<file path="src/core/cms_pkg.sv">
// Constants, register map and carrier types for the modem timing and ranging core.
// Assumes one 200 MHz clock and a plain register port.
package cms_pkg;

  // Widths
  localparam int TS_W   = 32;
  localparam int MS_W   = 32;
  localparam int SID_W  = 14;
  localparam int IUC_W  = 4;
  localparam int PROF_W = 4;
  localparam int ML_W   = 3;
  localparam int PID_W  = 13;
  localparam int ADDR_W = 8;
  localparam int DATA_W = 32;

  // Timing: clock period, base tick 6,25 us, 64 fine steps per tick
  localparam int CLK_NS        = 5;
  localparam int TICK_NS       = 6250;
  localparam int FRAC_PER_TICK = 64;
  localparam int FRAC_BITS     = 6;
  localparam int MS_TOP_BIT    = 26;
  localparam logic [15:0] PHASE_STEP = 16'(CLK_NS * FRAC_PER_TICK);
  localparam logic [15:0] PHASE_WRAP = 16'(TICK_NS);
  localparam logic signed [7:0] TRIM_MAX = 8'sh3F;

  // Lost sync interval in microseconds; arbitrary default
  localparam int LOST_SYNC_US  = 600000;
  localparam int LOST_SYNC_CYC = LOST_SYNC_US * (1000 / CLK_NS);

  // Acquisition and ranging
  localparam logic [1:0]       SYNC_MIN       = 2'h2;
  localparam logic [SID_W-1:0] SID_UNINIT     = 14'h0000;
  localparam logic [IUC_W-1:0] IUC_INIT_MAINT = 4'h3;
  localparam logic [IUC_W-1:0] IUC_STA_MAINT  = 4'h4;
  localparam logic [PID_W-1:0] PID_MAC_DEF    = 13'h1FFE;
  localparam logic [1:0]       RSP_CONTINUE   = 2'h1;
  localparam logic [1:0]       RSP_ABORT      = 2'h2;
  localparam logic [1:0]       RSP_SUCCESS    = 2'h3;

  // Register byte offsets
  localparam logic [ADDR_W-1:0] REG_CTRL     = 8'h00;
  localparam logic [ADDR_W-1:0] REG_STATUS   = 8'h04;
  localparam logic [ADDR_W-1:0] REG_FIX_DLY  = 8'h08;
  localparam logic [ADDR_W-1:0] REG_TOL      = 8'h0C;
  localparam logic [ADDR_W-1:0] REG_OFFSET   = 8'h10;
  localparam logic [ADDR_W-1:0] REG_LOCAL_TS = 8'h14;
  localparam logic [ADDR_W-1:0] REG_SYNC_ERR = 8'h18;
  localparam logic [ADDR_W-1:0] REG_SID      = 8'h1C;
  localparam logic [ADDR_W-1:0] REG_MSLOT    = 8'h20;

  // Control fields and reset values
  localparam int CTRL_EN_BIT  = 0;
  localparam int CTRL_RST_BIT = 1;
  localparam logic              CTRL_EN_RST = 1'b1;
  localparam logic [DATA_W-1:0] FIX_DLY_RST = 32'h0000_0040;
  localparam logic [DATA_W-1:0] TOL_RST     = 32'h0000_0010;

  typedef enum logic [3:0] {
    ST_PHY_WAIT, ST_SYNC_ACQ, ST_UCD_WAIT, ST_MAP_SCAN,
    ST_RNG_TX, ST_RSP_WAIT, ST_STA_WAIT, ST_OPER
  } cms_state_t;

  typedef struct packed {
    logic freq_lock;
    logic equalized;
    logic framing;
    logic fec_ok;
  } cms_phy_t;

  typedef struct packed {
    logic [IUC_W-1:0] iuc;
    logic [SID_W-1:0] sid;
    logic [MS_W-1:0]  mslot;
  } cms_ie_t;

  typedef struct packed {
    logic [SID_W-1:0] sid;
    logic [1:0]       status;
    logic [TS_W-1:0]  timing_adj;
    logic [7:0]       power_adj;
    logic [15:0]      freq_adj;
  } cms_rsp_t;

endpackage

</file>
<file path="src/core/cms_timing_sync.sv">
// Downstream sync tracking, acquisition sequencing, ranging and burst launch timing.
// Assumes all inputs are synchronous to ref_clk_i and already decoded messages.
`timescale 1ns/1ps
module cms_timing_sync
  import cms_pkg::*;
#(
  parameter int               LOST_CYC = LOST_SYNC_CYC,
  parameter logic [PID_W-1:0] PID_MAC  = PID_MAC_DEF
) (
  // Clock and reset
  input  wire logic              ref_clk_i,
  input  wire logic              rst_n_i,
  // Register port
  input  wire logic [ADDR_W-1:0] reg_addr_i,
  input  wire logic [DATA_W-1:0] reg_wdata_i,
  input  wire logic              reg_wr_i,
  input  wire logic              reg_rd_i,
  output logic      [DATA_W-1:0] reg_rdata_o,
  // Physical layer status
  input  wire cms_phy_t          phy_i,
  // Transport packets
  input  wire logic              pkt_valid_i,
  input  wire logic [PID_W-1:0]  pkt_pid_i,
  input  wire logic              pkt_pusi_i,
  output logic                   mac_start_o,
  // SYNC messages
  input  wire logic              sync_valid_i,
  input  wire logic [TS_W-1:0]   sync_ts_i,
  // Channel descriptor
  input  wire logic              ucd_valid_i,
  input  wire logic [ML_W-1:0]   ucd_mslot_log2_i,
  input  wire logic              ucd_prof_we_i,
  input  wire logic [IUC_W-1:0]  ucd_prof_iuc_i,
  input  wire logic [PROF_W-1:0] ucd_prof_i,
  // MAP elements and ranging responses
  input  wire logic              ie_valid_i,
  input  wire cms_ie_t           ie_i,
  input  wire logic              rsp_valid_i,
  input  wire cms_rsp_t          rsp_i,
  // Upstream burst launch
  output logic                   tx_start_o,
  output logic                   tx_ranging_o,
  output logic      [SID_W-1:0]  tx_sid_o,
  output logic      [IUC_W-1:0]  tx_iuc_o,
  output logic      [PROF_W-1:0] tx_profile_o,
  output logic      [7:0]        tx_power_adj_o,
  output logic      [15:0]       tx_freq_adj_o,
  // Status
  output logic                   synced_o,
  output logic                   ranged_o,
  output logic      [MS_W-1:0]   mslot_o
);

  cms_state_t        state;
  logic              enable;
  logic [DATA_W-1:0] fixed_delay;
  logic [DATA_W-1:0] tol;
  logic [TS_W-1:0]   ts;
  logic [15:0]       phase;
  logic signed [7:0] trim;
  logic [TS_W-1:0]   sync_err;
  logic [1:0]        sync_cnt;
  logic [31:0]       lost_cnt;
  logic [ML_W-1:0]   mslot_log2;
  logic [PROF_W-1:0] prof_tab [2**IUC_W];
  logic [TS_W-1:0]   offset;
  logic [SID_W-1:0]  temp_sid;
  logic              pend;
  logic [TS_W-1:0]   pend_ts;
  logic [SID_W-1:0]  pend_sid;
  logic [IUC_W-1:0]  pend_iuc;
  logic              pend_rng;

  logic              phy_ok;
  logic              sync_ok;
  logic              lost;
  logic              restart;
  logic              tx_allowed;
  logic              fire;
  logic              in_tol;
  logic              ie_hit;
  logic              ie_rng;
  logic              rsp_take;
  logic [15:0]       phase_sum;
  logic signed [TS_W-1:0] err;
  logic signed [TS_W-1:0] lead;
  logic [TS_W-1:0]   slot_ts;
  logic [DATA_W-1:0] next_rdata;

  assign phy_ok  = phy_i.freq_lock & phy_i.equalized & phy_i.framing & phy_i.fec_ok;
  assign sync_ok = sync_valid_i & phy_ok & (state != ST_PHY_WAIT);
  assign err     = $signed(sync_ts_i - ts);
  assign in_tol  = (err <= $signed(tol)) && (err >= -$signed(tol));
  assign lost    = (lost_cnt >= 32'(LOST_CYC - 1)) && !sync_ok;
  assign restart = reg_wr_i && (reg_addr_i == REG_CTRL) && reg_wdata_i[CTRL_RST_BIT];
  assign tx_allowed = enable && (sync_cnt >= SYNC_MIN) && (state > ST_SYNC_ACQ);
  assign lead    = $signed(ts - pend_ts);
  assign fire    = pend && tx_allowed && !lost && (lead >= 0);
  assign phase_sum = phase + PHASE_STEP + 16'($signed(trim));
  assign slot_ts = TS_W'(ie_i.mslot << (5'(mslot_log2) + 5'(FRAC_BITS)));
  assign rsp_take = rsp_valid_i && ((state == ST_RSP_WAIT) ||
                    ((state == ST_OPER) && (rsp_i.sid == temp_sid)));
  assign synced_o = tx_allowed;
  assign ranged_o = (state == ST_OPER);

  // Interval element selection per acquisition step
  always_comb begin
    ie_hit = 1'b0;
    ie_rng = 1'b0;
    if (ie_valid_i && !pend) begin
      case (state)
        ST_MAP_SCAN: begin
          ie_hit = (ie_i.iuc == IUC_INIT_MAINT);
          ie_rng = 1'b1;
        end
        ST_STA_WAIT: begin
          ie_hit = (ie_i.iuc == IUC_STA_MAINT) && (ie_i.sid == temp_sid);
          ie_rng = 1'b1;
        end
        ST_OPER: begin
          ie_hit = (ie_i.sid == temp_sid) && (ie_i.iuc != IUC_INIT_MAINT);
          ie_rng = (ie_i.iuc == IUC_STA_MAINT);
        end
        default: ie_hit = 1'b0;
      endcase
    end
  end

  // Control, fixed delay and tolerance registers
  always_ff @(posedge ref_clk_i or negedge rst_n_i) begin
    if (!rst_n_i) begin
      enable      <= CTRL_EN_RST;
      fixed_delay <= FIX_DLY_RST;
      tol         <= TOL_RST;
    end else if (reg_wr_i) begin
      case (reg_addr_i)
        REG_CTRL:    enable      <= reg_wdata_i[CTRL_EN_BIT];
        REG_FIX_DLY: fixed_delay <= reg_wdata_i;
        REG_TOL:     tol         <= reg_wdata_i;
        default:     enable      <= enable;
      endcase
    end
  end

  // Local timestamp and clock trim
  always_ff @(posedge ref_clk_i or negedge rst_n_i) begin
    if (!rst_n_i) begin
      ts       <= '0;
      phase    <= '0;
      trim     <= '0;
      sync_err <= '0;
    end else if (sync_ok) begin
      ts       <= sync_ts_i;
      phase    <= '0;
      sync_err <= err;
      if (err > 0 && trim < TRIM_MAX)
        trim <= trim + 8'sh01;
      else if (err < 0 && trim > -TRIM_MAX)
        trim <= trim - 8'sh01;
    end else if (phase_sum >= PHASE_WRAP) begin
      phase <= phase_sum - PHASE_WRAP;
      ts    <= ts + 32'h0000_0001;
    end else begin
      phase <= phase_sum;
    end
  end

  // SYNC count and lost sync timer
  always_ff @(posedge ref_clk_i or negedge rst_n_i) begin
    if (!rst_n_i) begin
      sync_cnt <= '0;
      lost_cnt <= '0;
    end else if (!phy_ok || restart || (state == ST_PHY_WAIT)) begin
      sync_cnt <= '0;
      lost_cnt <= '0;
    end else if (sync_ok) begin
      lost_cnt <= '0;
      if (sync_cnt == 2'h0 || !in_tol)
        sync_cnt <= 2'h1;
      else if (sync_cnt < SYNC_MIN)
        sync_cnt <= sync_cnt + 2'h1;
    end else if (lost) begin
      sync_cnt <= '0;
      lost_cnt <= '0;
    end else if (sync_cnt != 2'h0) begin
      lost_cnt <= lost_cnt + 32'h0000_0001;
    end
  end

  // Acquisition and ranging sequence
  always_ff @(posedge ref_clk_i or negedge rst_n_i) begin
    if (!rst_n_i) begin
      state <= ST_PHY_WAIT;
    end else if (!phy_ok || restart) begin
      state <= ST_PHY_WAIT;
    end else if (lost) begin
      state <= ST_SYNC_ACQ;
    end else begin
      case (state)
        ST_PHY_WAIT: state <= ST_SYNC_ACQ;
        ST_SYNC_ACQ: if (sync_cnt >= SYNC_MIN) state <= ST_UCD_WAIT;
        ST_UCD_WAIT: if (ucd_valid_i) state <= ST_MAP_SCAN;
        ST_MAP_SCAN: if (ie_hit) state <= ST_RNG_TX;
        ST_STA_WAIT: if (ie_hit) state <= ST_RNG_TX;
        ST_RNG_TX:   if (fire) state <= ST_RSP_WAIT;
        ST_RSP_WAIT: if (rsp_take) begin
          case (rsp_i.status)
            RSP_SUCCESS: state <= ST_OPER;
            RSP_ABORT:   state <= ST_MAP_SCAN;
            default:     state <= ST_STA_WAIT;
          endcase
        end
        ST_OPER: if (rsp_take && rsp_i.status == RSP_ABORT) state <= ST_MAP_SCAN;
        default: state <= ST_PHY_WAIT;
      endcase
    end
  end

  // Ranged timing offset, temporary SID and transmit corrections
  always_ff @(posedge ref_clk_i or negedge rst_n_i) begin
    if (!rst_n_i) begin
      offset         <= '0;
      temp_sid       <= SID_UNINIT;
      tx_power_adj_o <= '0;
      tx_freq_adj_o  <= '0;
    end else if ((state == ST_UCD_WAIT) || (rsp_take && rsp_i.status == RSP_ABORT)) begin
      offset   <= fixed_delay;
      temp_sid <= SID_UNINIT;
    end else if (rsp_take) begin
      offset         <= offset + rsp_i.timing_adj;
      tx_power_adj_o <= tx_power_adj_o + rsp_i.power_adj;
      tx_freq_adj_o  <= tx_freq_adj_o + rsp_i.freq_adj;
      if (state == ST_RSP_WAIT)
        temp_sid <= rsp_i.sid;
    end
  end

  // Channel descriptor: mini-slot multiplier and burst profile table
  always_ff @(posedge ref_clk_i or negedge rst_n_i) begin
    if (!rst_n_i) begin
      mslot_log2 <= '0;
    end else if (ucd_valid_i) begin
      mslot_log2 <= ucd_mslot_log2_i;
    end
  end
  always_ff @(posedge ref_clk_i) begin
    if (ucd_prof_we_i) begin
      prof_tab[ucd_prof_iuc_i] <= ucd_prof_i;
    end
  end

  // Pending burst, launched at its ranged start time
  always_ff @(posedge ref_clk_i or negedge rst_n_i) begin
    if (!rst_n_i) begin
      pend     <= 1'b0;
      pend_ts  <= '0;
      pend_sid <= '0;
      pend_iuc <= '0;
      pend_rng <= 1'b0;
    end else if (!tx_allowed || lost) begin
      pend <= 1'b0;
    end else if (ie_hit) begin
      pend     <= 1'b1;
      pend_ts  <= slot_ts - offset;
      pend_iuc <= ie_i.iuc;
      pend_rng <= ie_rng;
      pend_sid <= (state == ST_MAP_SCAN) ? SID_UNINIT : temp_sid;
    end else if (fire) begin
      pend <= 1'b0;
    end
  end

  // Burst launch outputs
  always_ff @(posedge ref_clk_i or negedge rst_n_i) begin
    if (!rst_n_i) begin
      tx_start_o   <= 1'b0;
      tx_ranging_o <= 1'b0;
      tx_sid_o     <= '0;
      tx_iuc_o     <= '0;
      tx_profile_o <= '0;
    end else begin
      tx_start_o <= fire;
      if (fire) begin
        tx_ranging_o <= pend_rng;
        tx_sid_o     <= pend_sid;
        tx_iuc_o     <= pend_iuc;
        tx_profile_o <= prof_tab[pend_iuc];
      end
    end
  end

  // MAC frame delivery from the convergence layer
  always_ff @(posedge ref_clk_i or negedge rst_n_i) begin
    if (!rst_n_i) begin
      mac_start_o <= 1'b0;
    end else begin
      mac_start_o <= pkt_valid_i && phy_ok && pkt_pusi_i && (pkt_pid_i == PID_MAC);
    end
  end

  // Mini-slot count from the timestamp, upper bits held at zero
  always_ff @(posedge ref_clk_i or negedge rst_n_i) begin
    if (!rst_n_i) begin
      mslot_o <= '0;
    end else begin
      mslot_o <= MS_W'(ts >> (5'(mslot_log2) + 5'(FRAC_BITS)));
    end
  end

  // Register read, data in the following cycle only
  always_comb begin
    next_rdata = '0;
    case (reg_addr_i)
      REG_CTRL:     next_rdata[CTRL_EN_BIT] = enable;
      REG_STATUS:   next_rdata = {24'h000000, ranged_o, synced_o, phy_ok, 1'b0, state};
      REG_FIX_DLY:  next_rdata = fixed_delay;
      REG_TOL:      next_rdata = tol;
      REG_OFFSET:   next_rdata = offset;
      REG_LOCAL_TS: next_rdata = ts;
      REG_SYNC_ERR: next_rdata = sync_err;
      REG_SID:      next_rdata = {18'h00000, temp_sid};
      REG_MSLOT:    next_rdata = mslot_o;
      default:      next_rdata = '0;
    endcase
  end

  always_ff @(posedge ref_clk_i or negedge rst_n_i) begin
    if (!rst_n_i) begin
      reg_rdata_o <= '0;
    end else begin
      reg_rdata_o <= reg_rd_i ? next_rdata : '0;
    end
  end
endmodule

</file>
<file path="config.mk">
export PLATFORM = sky130hd
export DESIGN_NAME = cms_timing_sync
export DESIGN_NICKNAME = d
export VERILOG_FILES = /design/src/core/cms_pkg.sv /design/src/core/cms_timing_sync.sv
export SDC_FILE = /design/constraint.sdc
export NUM_CORES = 1
export LEC_CHECK = 0
export BUFFER_PORTS_ARGS = -buffer_cell sky130_fd_sc_hd__buf_2
export CAP_MARGIN = 10
export CELL_PAD_IN_SITES_DETAIL_PLACEMENT = 0
export CELL_PAD_IN_SITES_GLOBAL_PLACEMENT = 1
export CORE_MARGIN = 8
export CORE_UTILIZATION = 40
export DETAILED_ROUTE_END_ITERATION = 8
export PLACE_DENSITY = 0.7
export SETUP_SLACK_MARGIN = 0.5
export SLEW_MARGIN = 20
export SYNTH_ARGS = -nofsm -noshare
export SYNTH_HDL_FRONTEND = slang
export SYNTH_SLANG_ARGS = --single-unit
</file>
<file path="constraint.sdc">
create_clock -name ref_clk_i -period 6.9 [get_ports ref_clk_i]
set_clock_uncertainty 0.2 [all_clocks]
set_input_delay 1.38 -clock ref_clk_i [delete_from_list [all_inputs] [get_ports ref_clk_i]]
set_output_delay 1.38 -clock ref_clk_i [all_outputs]
set_load 0.02 [all_outputs]
</file>
* After elaboration in Yosys (flattened, before gate mapping) *
Memories as Yosys holds them, arrays and structs flattened. A register that Yosys moved wholly into a read port is not among the register bits.
Cells that the tools add are included.

storage, ports and cells
  register bits after elaboration = 401
  memories kept = 1
  word-level logic and storage cells = 193
  RAM bits = 64
  output and inout bits = 115

memory list
  name      words  width  read ports  clocked after Yosys merged registers in  wr ports  RTL line               RTL
  prof_tab  16     4      1           1                                        1         cms_timing_sync.sv:65  logic [PROF_W-1:0] prof_tab [2**IUC_W];

operators by class
  magnitude comparators = 12
  bitwise logic cells = 7
  shift operators = 2
  equal/unequal tests = 30
  reduce and logical (&&, ||, !) cells = 55
  mux-type cells = 43
  $add $sub $neg = 16

operators by type and width
  operator                 number
  $mux W32                 9
  $pmux W31 S8             1
  $sub A32 B32 Y32         3
  $add A32 B1 Y32 const B  2
  $mux W14                 4
  $add A16 B16 Y16         2
  $add A32 B32 Y32         1
  $eq A8 B5 Y1 const B     4
  $ge A32 B1 Y1 const B    1
  $ge A32 B27 Y1 const B   1
  $ge A32 B32 Y1           1
  $gt A32 B1 Y1 const B    1
  $le A32 B32 Y1           1
  $lt A32 B1 Y1 const B    1
  $mux W16                 2
  $mux W4                  8
  $neg A32 Y32             1
  $shl A32 B5 Y32          1
  $shr A32 B4 Y32          1
  $eq A14 B14 Y1           2
  $pmux W4 S7              1
  $eq A4 B3 Y1 const B     5
  $logic_and A1 B1 Y1      20
  $add A16 B9 Y16 const B  1
  42 further kinds         91

* Longest topological paths before layout *
  depth after elaboration = 14
  depth in mapped cells = 26
  gate-level depth less buffers = 26

* Worst setup path before layout *
OpenSTA, ideal clock, no wires.

  path type = input port to flip-flop
  start = in sync_ts_i[0]
  end = reg trim[7]
  stages on the path = 26
  data required time = 6618 ps
  arrival time = 6674 ps
  buffers on the path = 0
  setup time = 82 ps
  slack = -56 ps
  cell sequence = inv_1 > ha_1 > inv_1 > fa_1 > a211oi_1 > o21ai_1 > a211oi_1 > o21bai_1 > xor2_1 > or4_1 > and4bb_1 > nand4b_1 > or4_4 > nand3b_1 > ha_1 > a21o_1 > a21o_1 > a21o_1 > a21oi_1 > nor2b_1 > o21ai_0 > nand2b_1 > mux2_2 > a2111oi_0 > a21oi_1 > a31oi_1

on the way
  longest elaborated chain between the ends = 5
  elaborated cells on any way between the ends = 8
  classes of those cells = add/sub (1); order compare (2); mux (1); reduce/logical (4)

ends and longest elaborated chain
  item                                            RTL line                                        RTL
  start, declared                                 cms_timing_sync.sv:28                           input wire logic [TS_W-1:0] sync_ts_i,
  $sub A32 B32 Y32 (*)                            cms_timing_sync.sv:92                           assign err = $signed(sync_ts_i - ts);
  $gt A32 B1 Y1 or $lt A32 B1 Y1 (tied branches)  cms_timing_sync.sv:156, cms_timing_sync.sv:158
  $logic_and A1 B1 Y1, on equally long branches   cms_timing_sync.sv:156, cms_timing_sync.sv:158
  $reduce_bool A2 Y1 (no source line)             --
  $reduce_and A2 Y1 (no source line)              --
  end signal, assigned                            cms_timing_sync.sv:157                          trim <= trim + 8'sh01;
  end signal, assigned                            cms_timing_sync.sv:159                          trim <= trim - 8'sh01;
  end, declared                                   cms_timing_sync.sv:60                           logic signed [7:0] trim;

Mark *: on every way between the ends. The rest lies on a longest branch, timed or not.
A chain may end at the register's enable or synchronous reset.

* Worst setup path after layout *
  start = in sync_ts_i[0]
  end = reg trim[7]

on the way
  longest elaborated chain between the ends = 5
  elaborated cells on any way between the ends = 8
  classes of those cells = add/sub (1); order compare (2); mux (1); reduce/logical (4)

ends and longest elaborated chain
  item                                            RTL line                                        RTL
  $sub A32 B32 Y32 (*)                            cms_timing_sync.sv:92
  named net err[8]                                cms_timing_sync.sv:85                           logic signed [TS_W-1:0] err;
  $gt A32 B1 Y1 or $lt A32 B1 Y1 (tied branches)  cms_timing_sync.sv:156, cms_timing_sync.sv:158
  $logic_and A1 B1 Y1, on equally long branches   cms_timing_sync.sv:156, cms_timing_sync.sv:158
  $reduce_bool A2 Y1 (no source line)             --
  $reduce_and A2 Y1 (no source line)              --

Mark *: on every way through the listed nets, which the timed path passes. The rest lies on a longest branch.

==> metrics.txt <==
# TYPE chip_impl_metric gauge
chip_impl_metric{name="asyncSetResetFlopFracSynth",unit=""} 0.861
chip_impl_info{name="hp-class",value="reg -> reg"} 1
chip_impl_metric{name="synth.lib_cells_used.distinct",unit=""} 85
chip_impl_metric{name="timing.final.hold_violations",unit=""} 0
chip_impl_metric{name="holdBufCountCts",unit=""} 0
chip_impl_info{name="sort_of_element_at_the_end_of_the_critical_path",value="register"} 1
chip_impl_metric{name="stdcell_area",unit="um^2"} 37100
chip_impl_metric{name="gp_congestion",unit=""} 0.931
chip_impl_metric{name="route.vias.total",unit=""} 28100
chip_impl_metric{name="final_routed_wire_length_divided_by_cell_count",unit="um"} 24.1
chip_impl_info{name="synth.area.top_cells",value="sky130_fd_sc_hd__dfrtp_1, sky130_fd_sc_hd__ha_1, sky130_fd_sc_hd__edfxtp_1"} 1
chip_impl_metric{name="timing.final.max_slew_violations",unit=""} 0
chip_impl_metric{name="synth_warnings",unit=""} 0
chip_impl_metric{name="die_width",unit="um"} 297
chip_impl_metric{name="postRouteAntennaNets",unit=""} 0
chip_impl_metric{name="row_count",unit=""} 103
chip_impl_metric{name="core",unit="um^2"} 78600
chip_impl_metric{name="nets",unit=""} 4276
chip_impl_metric{name="multiInputGateArea",unit="um^2"} 18600
chip_impl_metric{name="synth_area",unit="um^2"} 31600
chip_impl_metric{name="route.detailed.vias_per_inst",unit=""} 5.72
chip_impl_info{name="crit_type",value="in -> reg"} 1
chip_impl_metric{name="power.leakage",unit="nW"} 16.9
chip_impl_metric{name="insertion_delay",unit="ns"} 0.67
chip_impl_metric{name="area_delta_synth_final",unit="%"} 17.3
chip_impl_metric{name="worstMarginPinSlew",unit="ns"} 1.09
chip_impl_metric{name="synth-edff-count",unit=""} 64
chip_impl_metric{name="detail_placement_hpwl",unit="mm"} 93.2
chip_impl_info{name="ys.flop_type",value="sky130_fd_sc_hd__dfrtp_1"} 1
chip_impl_metric{name="finalCritPeriodShare",unit=""} 0.937
chip_impl_metric{name="synth.yosys.seq_area_share",unit=""} 0.376
chip_impl_metric{name="detail_route.first_pass.iterations",unit=""} 9
chip_impl_info{name="synth_top_cell_by_area",value="sky130_fd_sc_hd__dfrtp_1"} 1
chip_impl_metric{name="grt_pass1_vias",unit=""} 27600
chip_impl_metric{name="grt_start_max_net_pins",unit=""} 149
chip_impl_metric{name="layout_min_cycle_time",unit="ns"} 6.47
chip_impl_metric{name="cts.path.max_buffers",unit=""} 3
chip_impl_info{name="violations_in_the_final_reports",value="design-rule violations"} 1
chip_impl_info{name="clock_tree_from_tritoncts",value="yes"} 1
chip_impl_metric{name="die_y",unit="um"} 297
chip_impl_metric{name="maximum_level_of_the_cts_h_tree",unit=""} 2
chip_impl_metric{name="clock_sinks",unit=""} 462
chip_impl_metric{name="initial_core_util",unit=""} 0.403
chip_impl_metric{name="timing.setup.tns",unit="ns"} 0
chip_impl_metric{name="clk_pin_slew_worst_paths",unit="ns"} 0.07
chip_impl_info{name="grt_setup_unrepaired",value="yes"} 1
chip_impl_metric{name="wirelength",unit="mm"} 118
chip_impl_metric{name="postSynthAreaPerCell",unit="um^2"} 9.26
chip_impl_metric{name="cts_buffers",unit=""} 54
chip_impl_info{name="timing.critical_path.from_type",value="input pin"} 1
chip_impl_metric{name="layout.cells.non_filler",unit=""} 4908
chip_impl_metric{name="floorplan.die_area",unit="um^2"} 88400
chip_impl_metric{name="cp.arrival",unit="ns"} 6.86
chip_impl_metric{name="proportion_of_layout_cells_with_a_drive_suffix_above_1",unit=""} 0.198
chip_impl_metric{name="synth_cells",unit=""} 3418
chip_impl_metric{name="io_buffer_count",unit=""} 341
chip_impl_metric{name="data_required_time_of_the_worst_path",unit="ns"} 7.30
chip_impl_metric{name="power.ir.vdd_worst",unit="mV"} 0.261
chip_impl_info{name="clock_root_buffer_master",value="sky130_fd_sc_hd__clkbuf_16"} 1
chip_impl_metric{name="power_density",unit="nW/um^2"} 311
chip_impl_metric{name="yosys_register_bits",unit=""} 462
chip_impl_metric{name="number_of_antenna_violations_at_the_first_check_in_global_routing",unit=""} 34
chip_impl_info{name="status",value="finished, violations left"} 1
chip_impl_metric{name="detail_route.iter0.violations",unit=""} 2553
chip_impl_metric{name="drv_cap",unit=""} 0
chip_impl_metric{name="maxClockFrequency",unit="MHz"} 155
chip_impl_metric{name="n_fill_cell",unit=""} 7718
chip_impl_metric{name="post-synth-top-area-fraction",unit=""} 0.312
chip_impl_metric{name="worstPathMaxFanout",unit=""} 6
chip_impl_metric{name="regArea",unit="um^2"} 11900
chip_impl_metric{name="grt_total_ovfl",unit=""} 0
chip_impl_metric{name="grt_pass1_wl",unit="mm"} 177
chip_impl_metric{name="placed_cell_area",unit="um^2"} 35100
chip_impl_metric{name="io_pins",unit=""} 348
chip_impl_metric{name="slew-limit-headroom",unit=""} 0.268
chip_impl_info{name="layout_commonest_cell",value="sky130_fd_sc_hd__nand2_1"} 1
chip_impl_metric{name="overall_global_routing_resource_usage",unit=""} 0.259
chip_impl_metric{name="setup_viol",unit=""} 0
chip_impl_metric{name="place_inst",unit=""} 4783
chip_impl_metric{name="detail_route.drc_violations",unit=""} 2
chip_impl_info{name="most-common-layout-cells",value="sky130_fd_sc_hd__nand2_1, sky130_fd_sc_hd__dfrtp_1, sky130_fd_sc_hd__buf_2"} 1
==> where the power goes <==
part,total (mW),switching [mW],internal (mW)
registers,3.22,0.220,3.00
logic,5.27,3.13,2.15
clock network,3.04,1.28,1.76
==> worst max-delay path, stage by stage <==
cell,delay [ns]
sky130_fd_sc_hd__buf_2,0.11
sky130_fd_sc_hd__inv_1,0.05
sky130_fd_sc_hd__ha_1,0.16
sky130_fd_sc_hd__inv_1,0.06
sky130_fd_sc_hd__fa_2,0.37
sky130_fd_sc_hd__a211oi_4,0.31
sky130_fd_sc_hd__o21bai_1,0.13
sky130_fd_sc_hd__a21oi_2,0.18
sky130_fd_sc_hd__xnor2_2,0.08
sky130_fd_sc_hd__or4_1,0.53
sky130_fd_sc_hd__or4_1,0.43
sky130_fd_sc_hd__and4bb_1,0.31
sky130_fd_sc_hd__nand4b_1,0.20
sky130_fd_sc_hd__or4_4,0.48
sky130_fd_sc_hd__nand3b_1,0.13
sky130_fd_sc_hd__buf_4,0.16
sky130_fd_sc_hd__ha_1,0.24
sky130_fd_sc_hd__a21o_1,0.18
sky130_fd_sc_hd__a21o_1,0.19
sky130_fd_sc_hd__a21oi_2,0.15
sky130_fd_sc_hd__nor2b_1,0.06
sky130_fd_sc_hd__o21ai_1,0.12
sky130_fd_sc_hd__nand2b_1,0.09
sky130_fd_sc_hd__mux2_2,0.28
sky130_fd_sc_hd__a2111oi_2,0.21
sky130_fd_sc_hd__a21oi_1,0.07
sky130_fd_sc_hd__a31oi_1,0.15
==> area by class of cell <==
cell class	count	share of cell area
Timing Repair Buffer	464	0.0718
Antenna cell	19	0.00128
Clock inverter	25	0.00947
Sequential cell	462	0.320
Multi-Input combinational cell	2603	0.499
Tap cell	1050	0.0354
Clock buffer	77	0.0414
Inverter	208	0.0210
==> cells in the mapped netlist, types with 26 or more instances <==
master,number
sky130_fd_sc_hd__a31oi_1,37
sky130_fd_sc_hd__o21a_1,29
sky130_fd_sc_hd__a22oi_1,43
sky130_fd_sc_hd__buf_1,26
sky130_fd_sc_hd__nor3_1,57
sky130_fd_sc_hd__o21ai_0,249
sky130_fd_sc_hd__inv_1,207
sky130_fd_sc_hd__nor2b_1,35
sky130_fd_sc_hd__xnor2_1,160
sky130_fd_sc_hd__a211oi_1,44
sky130_fd_sc_hd__nand2_1,412
sky130_fd_sc_hd__clkbuf_1,122
sky130_fd_sc_hd__mux2i_1,37
sky130_fd_sc_hd__ha_1,243
sky130_fd_sc_hd__a21oi_1,204
sky130_fd_sc_hd__mux4_2,44
sky130_fd_sc_hd__nand4_1,43
sky130_fd_sc_hd__a222oi_1,49
sky130_fd_sc_hd__nand3_1,63
sky130_fd_sc_hd__and3_1,32
sky130_fd_sc_hd__xor2_1,66
sky130_fd_sc_hd__dfrtp_1,395
sky130_fd_sc_hd__mux2_2,103
sky130_fd_sc_hd__edfxtp_1,64
sky130_fd_sc_hd__a21o_1,79
sky130_fd_sc_hd__nor2_1,225
==> cells by family (layout without fill, tap and decap cells) <==
logic type | count (synthesis) | in the layout | synth area share
AO/OA/AOI/OAI | 904 | 904 | 0.185
XOR/XNOR | 226 | 226 | 0.0625
adder cells (fa/ha/maj) | 250 | 250 | 0.100
buffers and inverters | 363 | 774 | 0.0440
flip-flops | 462 | 462 | 0.376
multiplexers | 186 | 186 | 0.0804
other | 1 | 30 | 0.000118
AND/OR/NAND/NOR | 1026 | 1026 | 0.152
==> stage by stage <==
step | power, mW | hold WS [ns] | utilization | setup WS [ns]
2_1_floorplan | 6.54 | 0.244 | - | 0.209
3_3_place_gp | 8.43 | 0.260 | 0.447 | -0.285
3_5_place_dp | 8.45 | 0.264 | 0.447 | -0.286
4_1_cts | 11.5 | 0.276 | 0.471 | 0.479
5_1_grt | 12.3 | 0.286 | 0.472 | 0.118
6_report | 11.5 | 0.271 | 0.472 | 0.432
==> sequential cells by signal (all words and copies together), names as in the netlist, 14 cells and up <==
signal / count
pend_sid: 14
temp_sid: 14
tx_freq_adj_o: 16
sync_err: 32
fixed_delay: 32
pend_ts: 32
phase: 16
reg_rdata_o: 32
ts: 32
tx_sid_o: 14
mslot_o: 26
tol: 32
prof_tab: 64
offset: 32
lost_cnt: 32
==> repair_timing <==
action	CTS	global route
cloned	0	0
resized for setup	1	9
setup endpoints to repair	1	3
pin swaps	4	6
buffers inserted	2	2
==> per-layer routing <==
layer,vias up,GRT usage,share of wire
met5,-,0,0.0012
met4,24,0.0852,0.036
met3,221,0.0756,0.10
met2,1049,0.405,0.44
met1,13600,0.341,0.42
li1,13200,-,-
==> worst paths after layout <==
check / startpoint / cells past startpoint / to / slack, ns
max in group asynchronous: rst_n_i / 2 / temp_sid[5]$_DFFE_PN0P_ / 4.66
min: tx_freq_adj_o[15]$_DFFE_PN0P_ / 1 / tx_freq_adj_o[15]$_DFFE_PN0P_ / 0.27
min reg2reg: tx_freq_adj_o[15]$_DFFE_PN0P_ / 1 / tx_freq_adj_o[15]$_DFFE_PN0P_ / 0.27
min in group asynchronous: rst_n_i / 1 / phase[11]$_DFF_PN0_ / 0.44
max reg2reg: ts[13]$_DFFE_PN0P_ / 24 / trim[7]$_DFFE_PN0P_ / 0.92
max: sync_ts_i[0] / 27 / trim[7]$_DFFE_PN0P_ / 0.43
No activity file was read; power rests on OpenSTA's default activity.
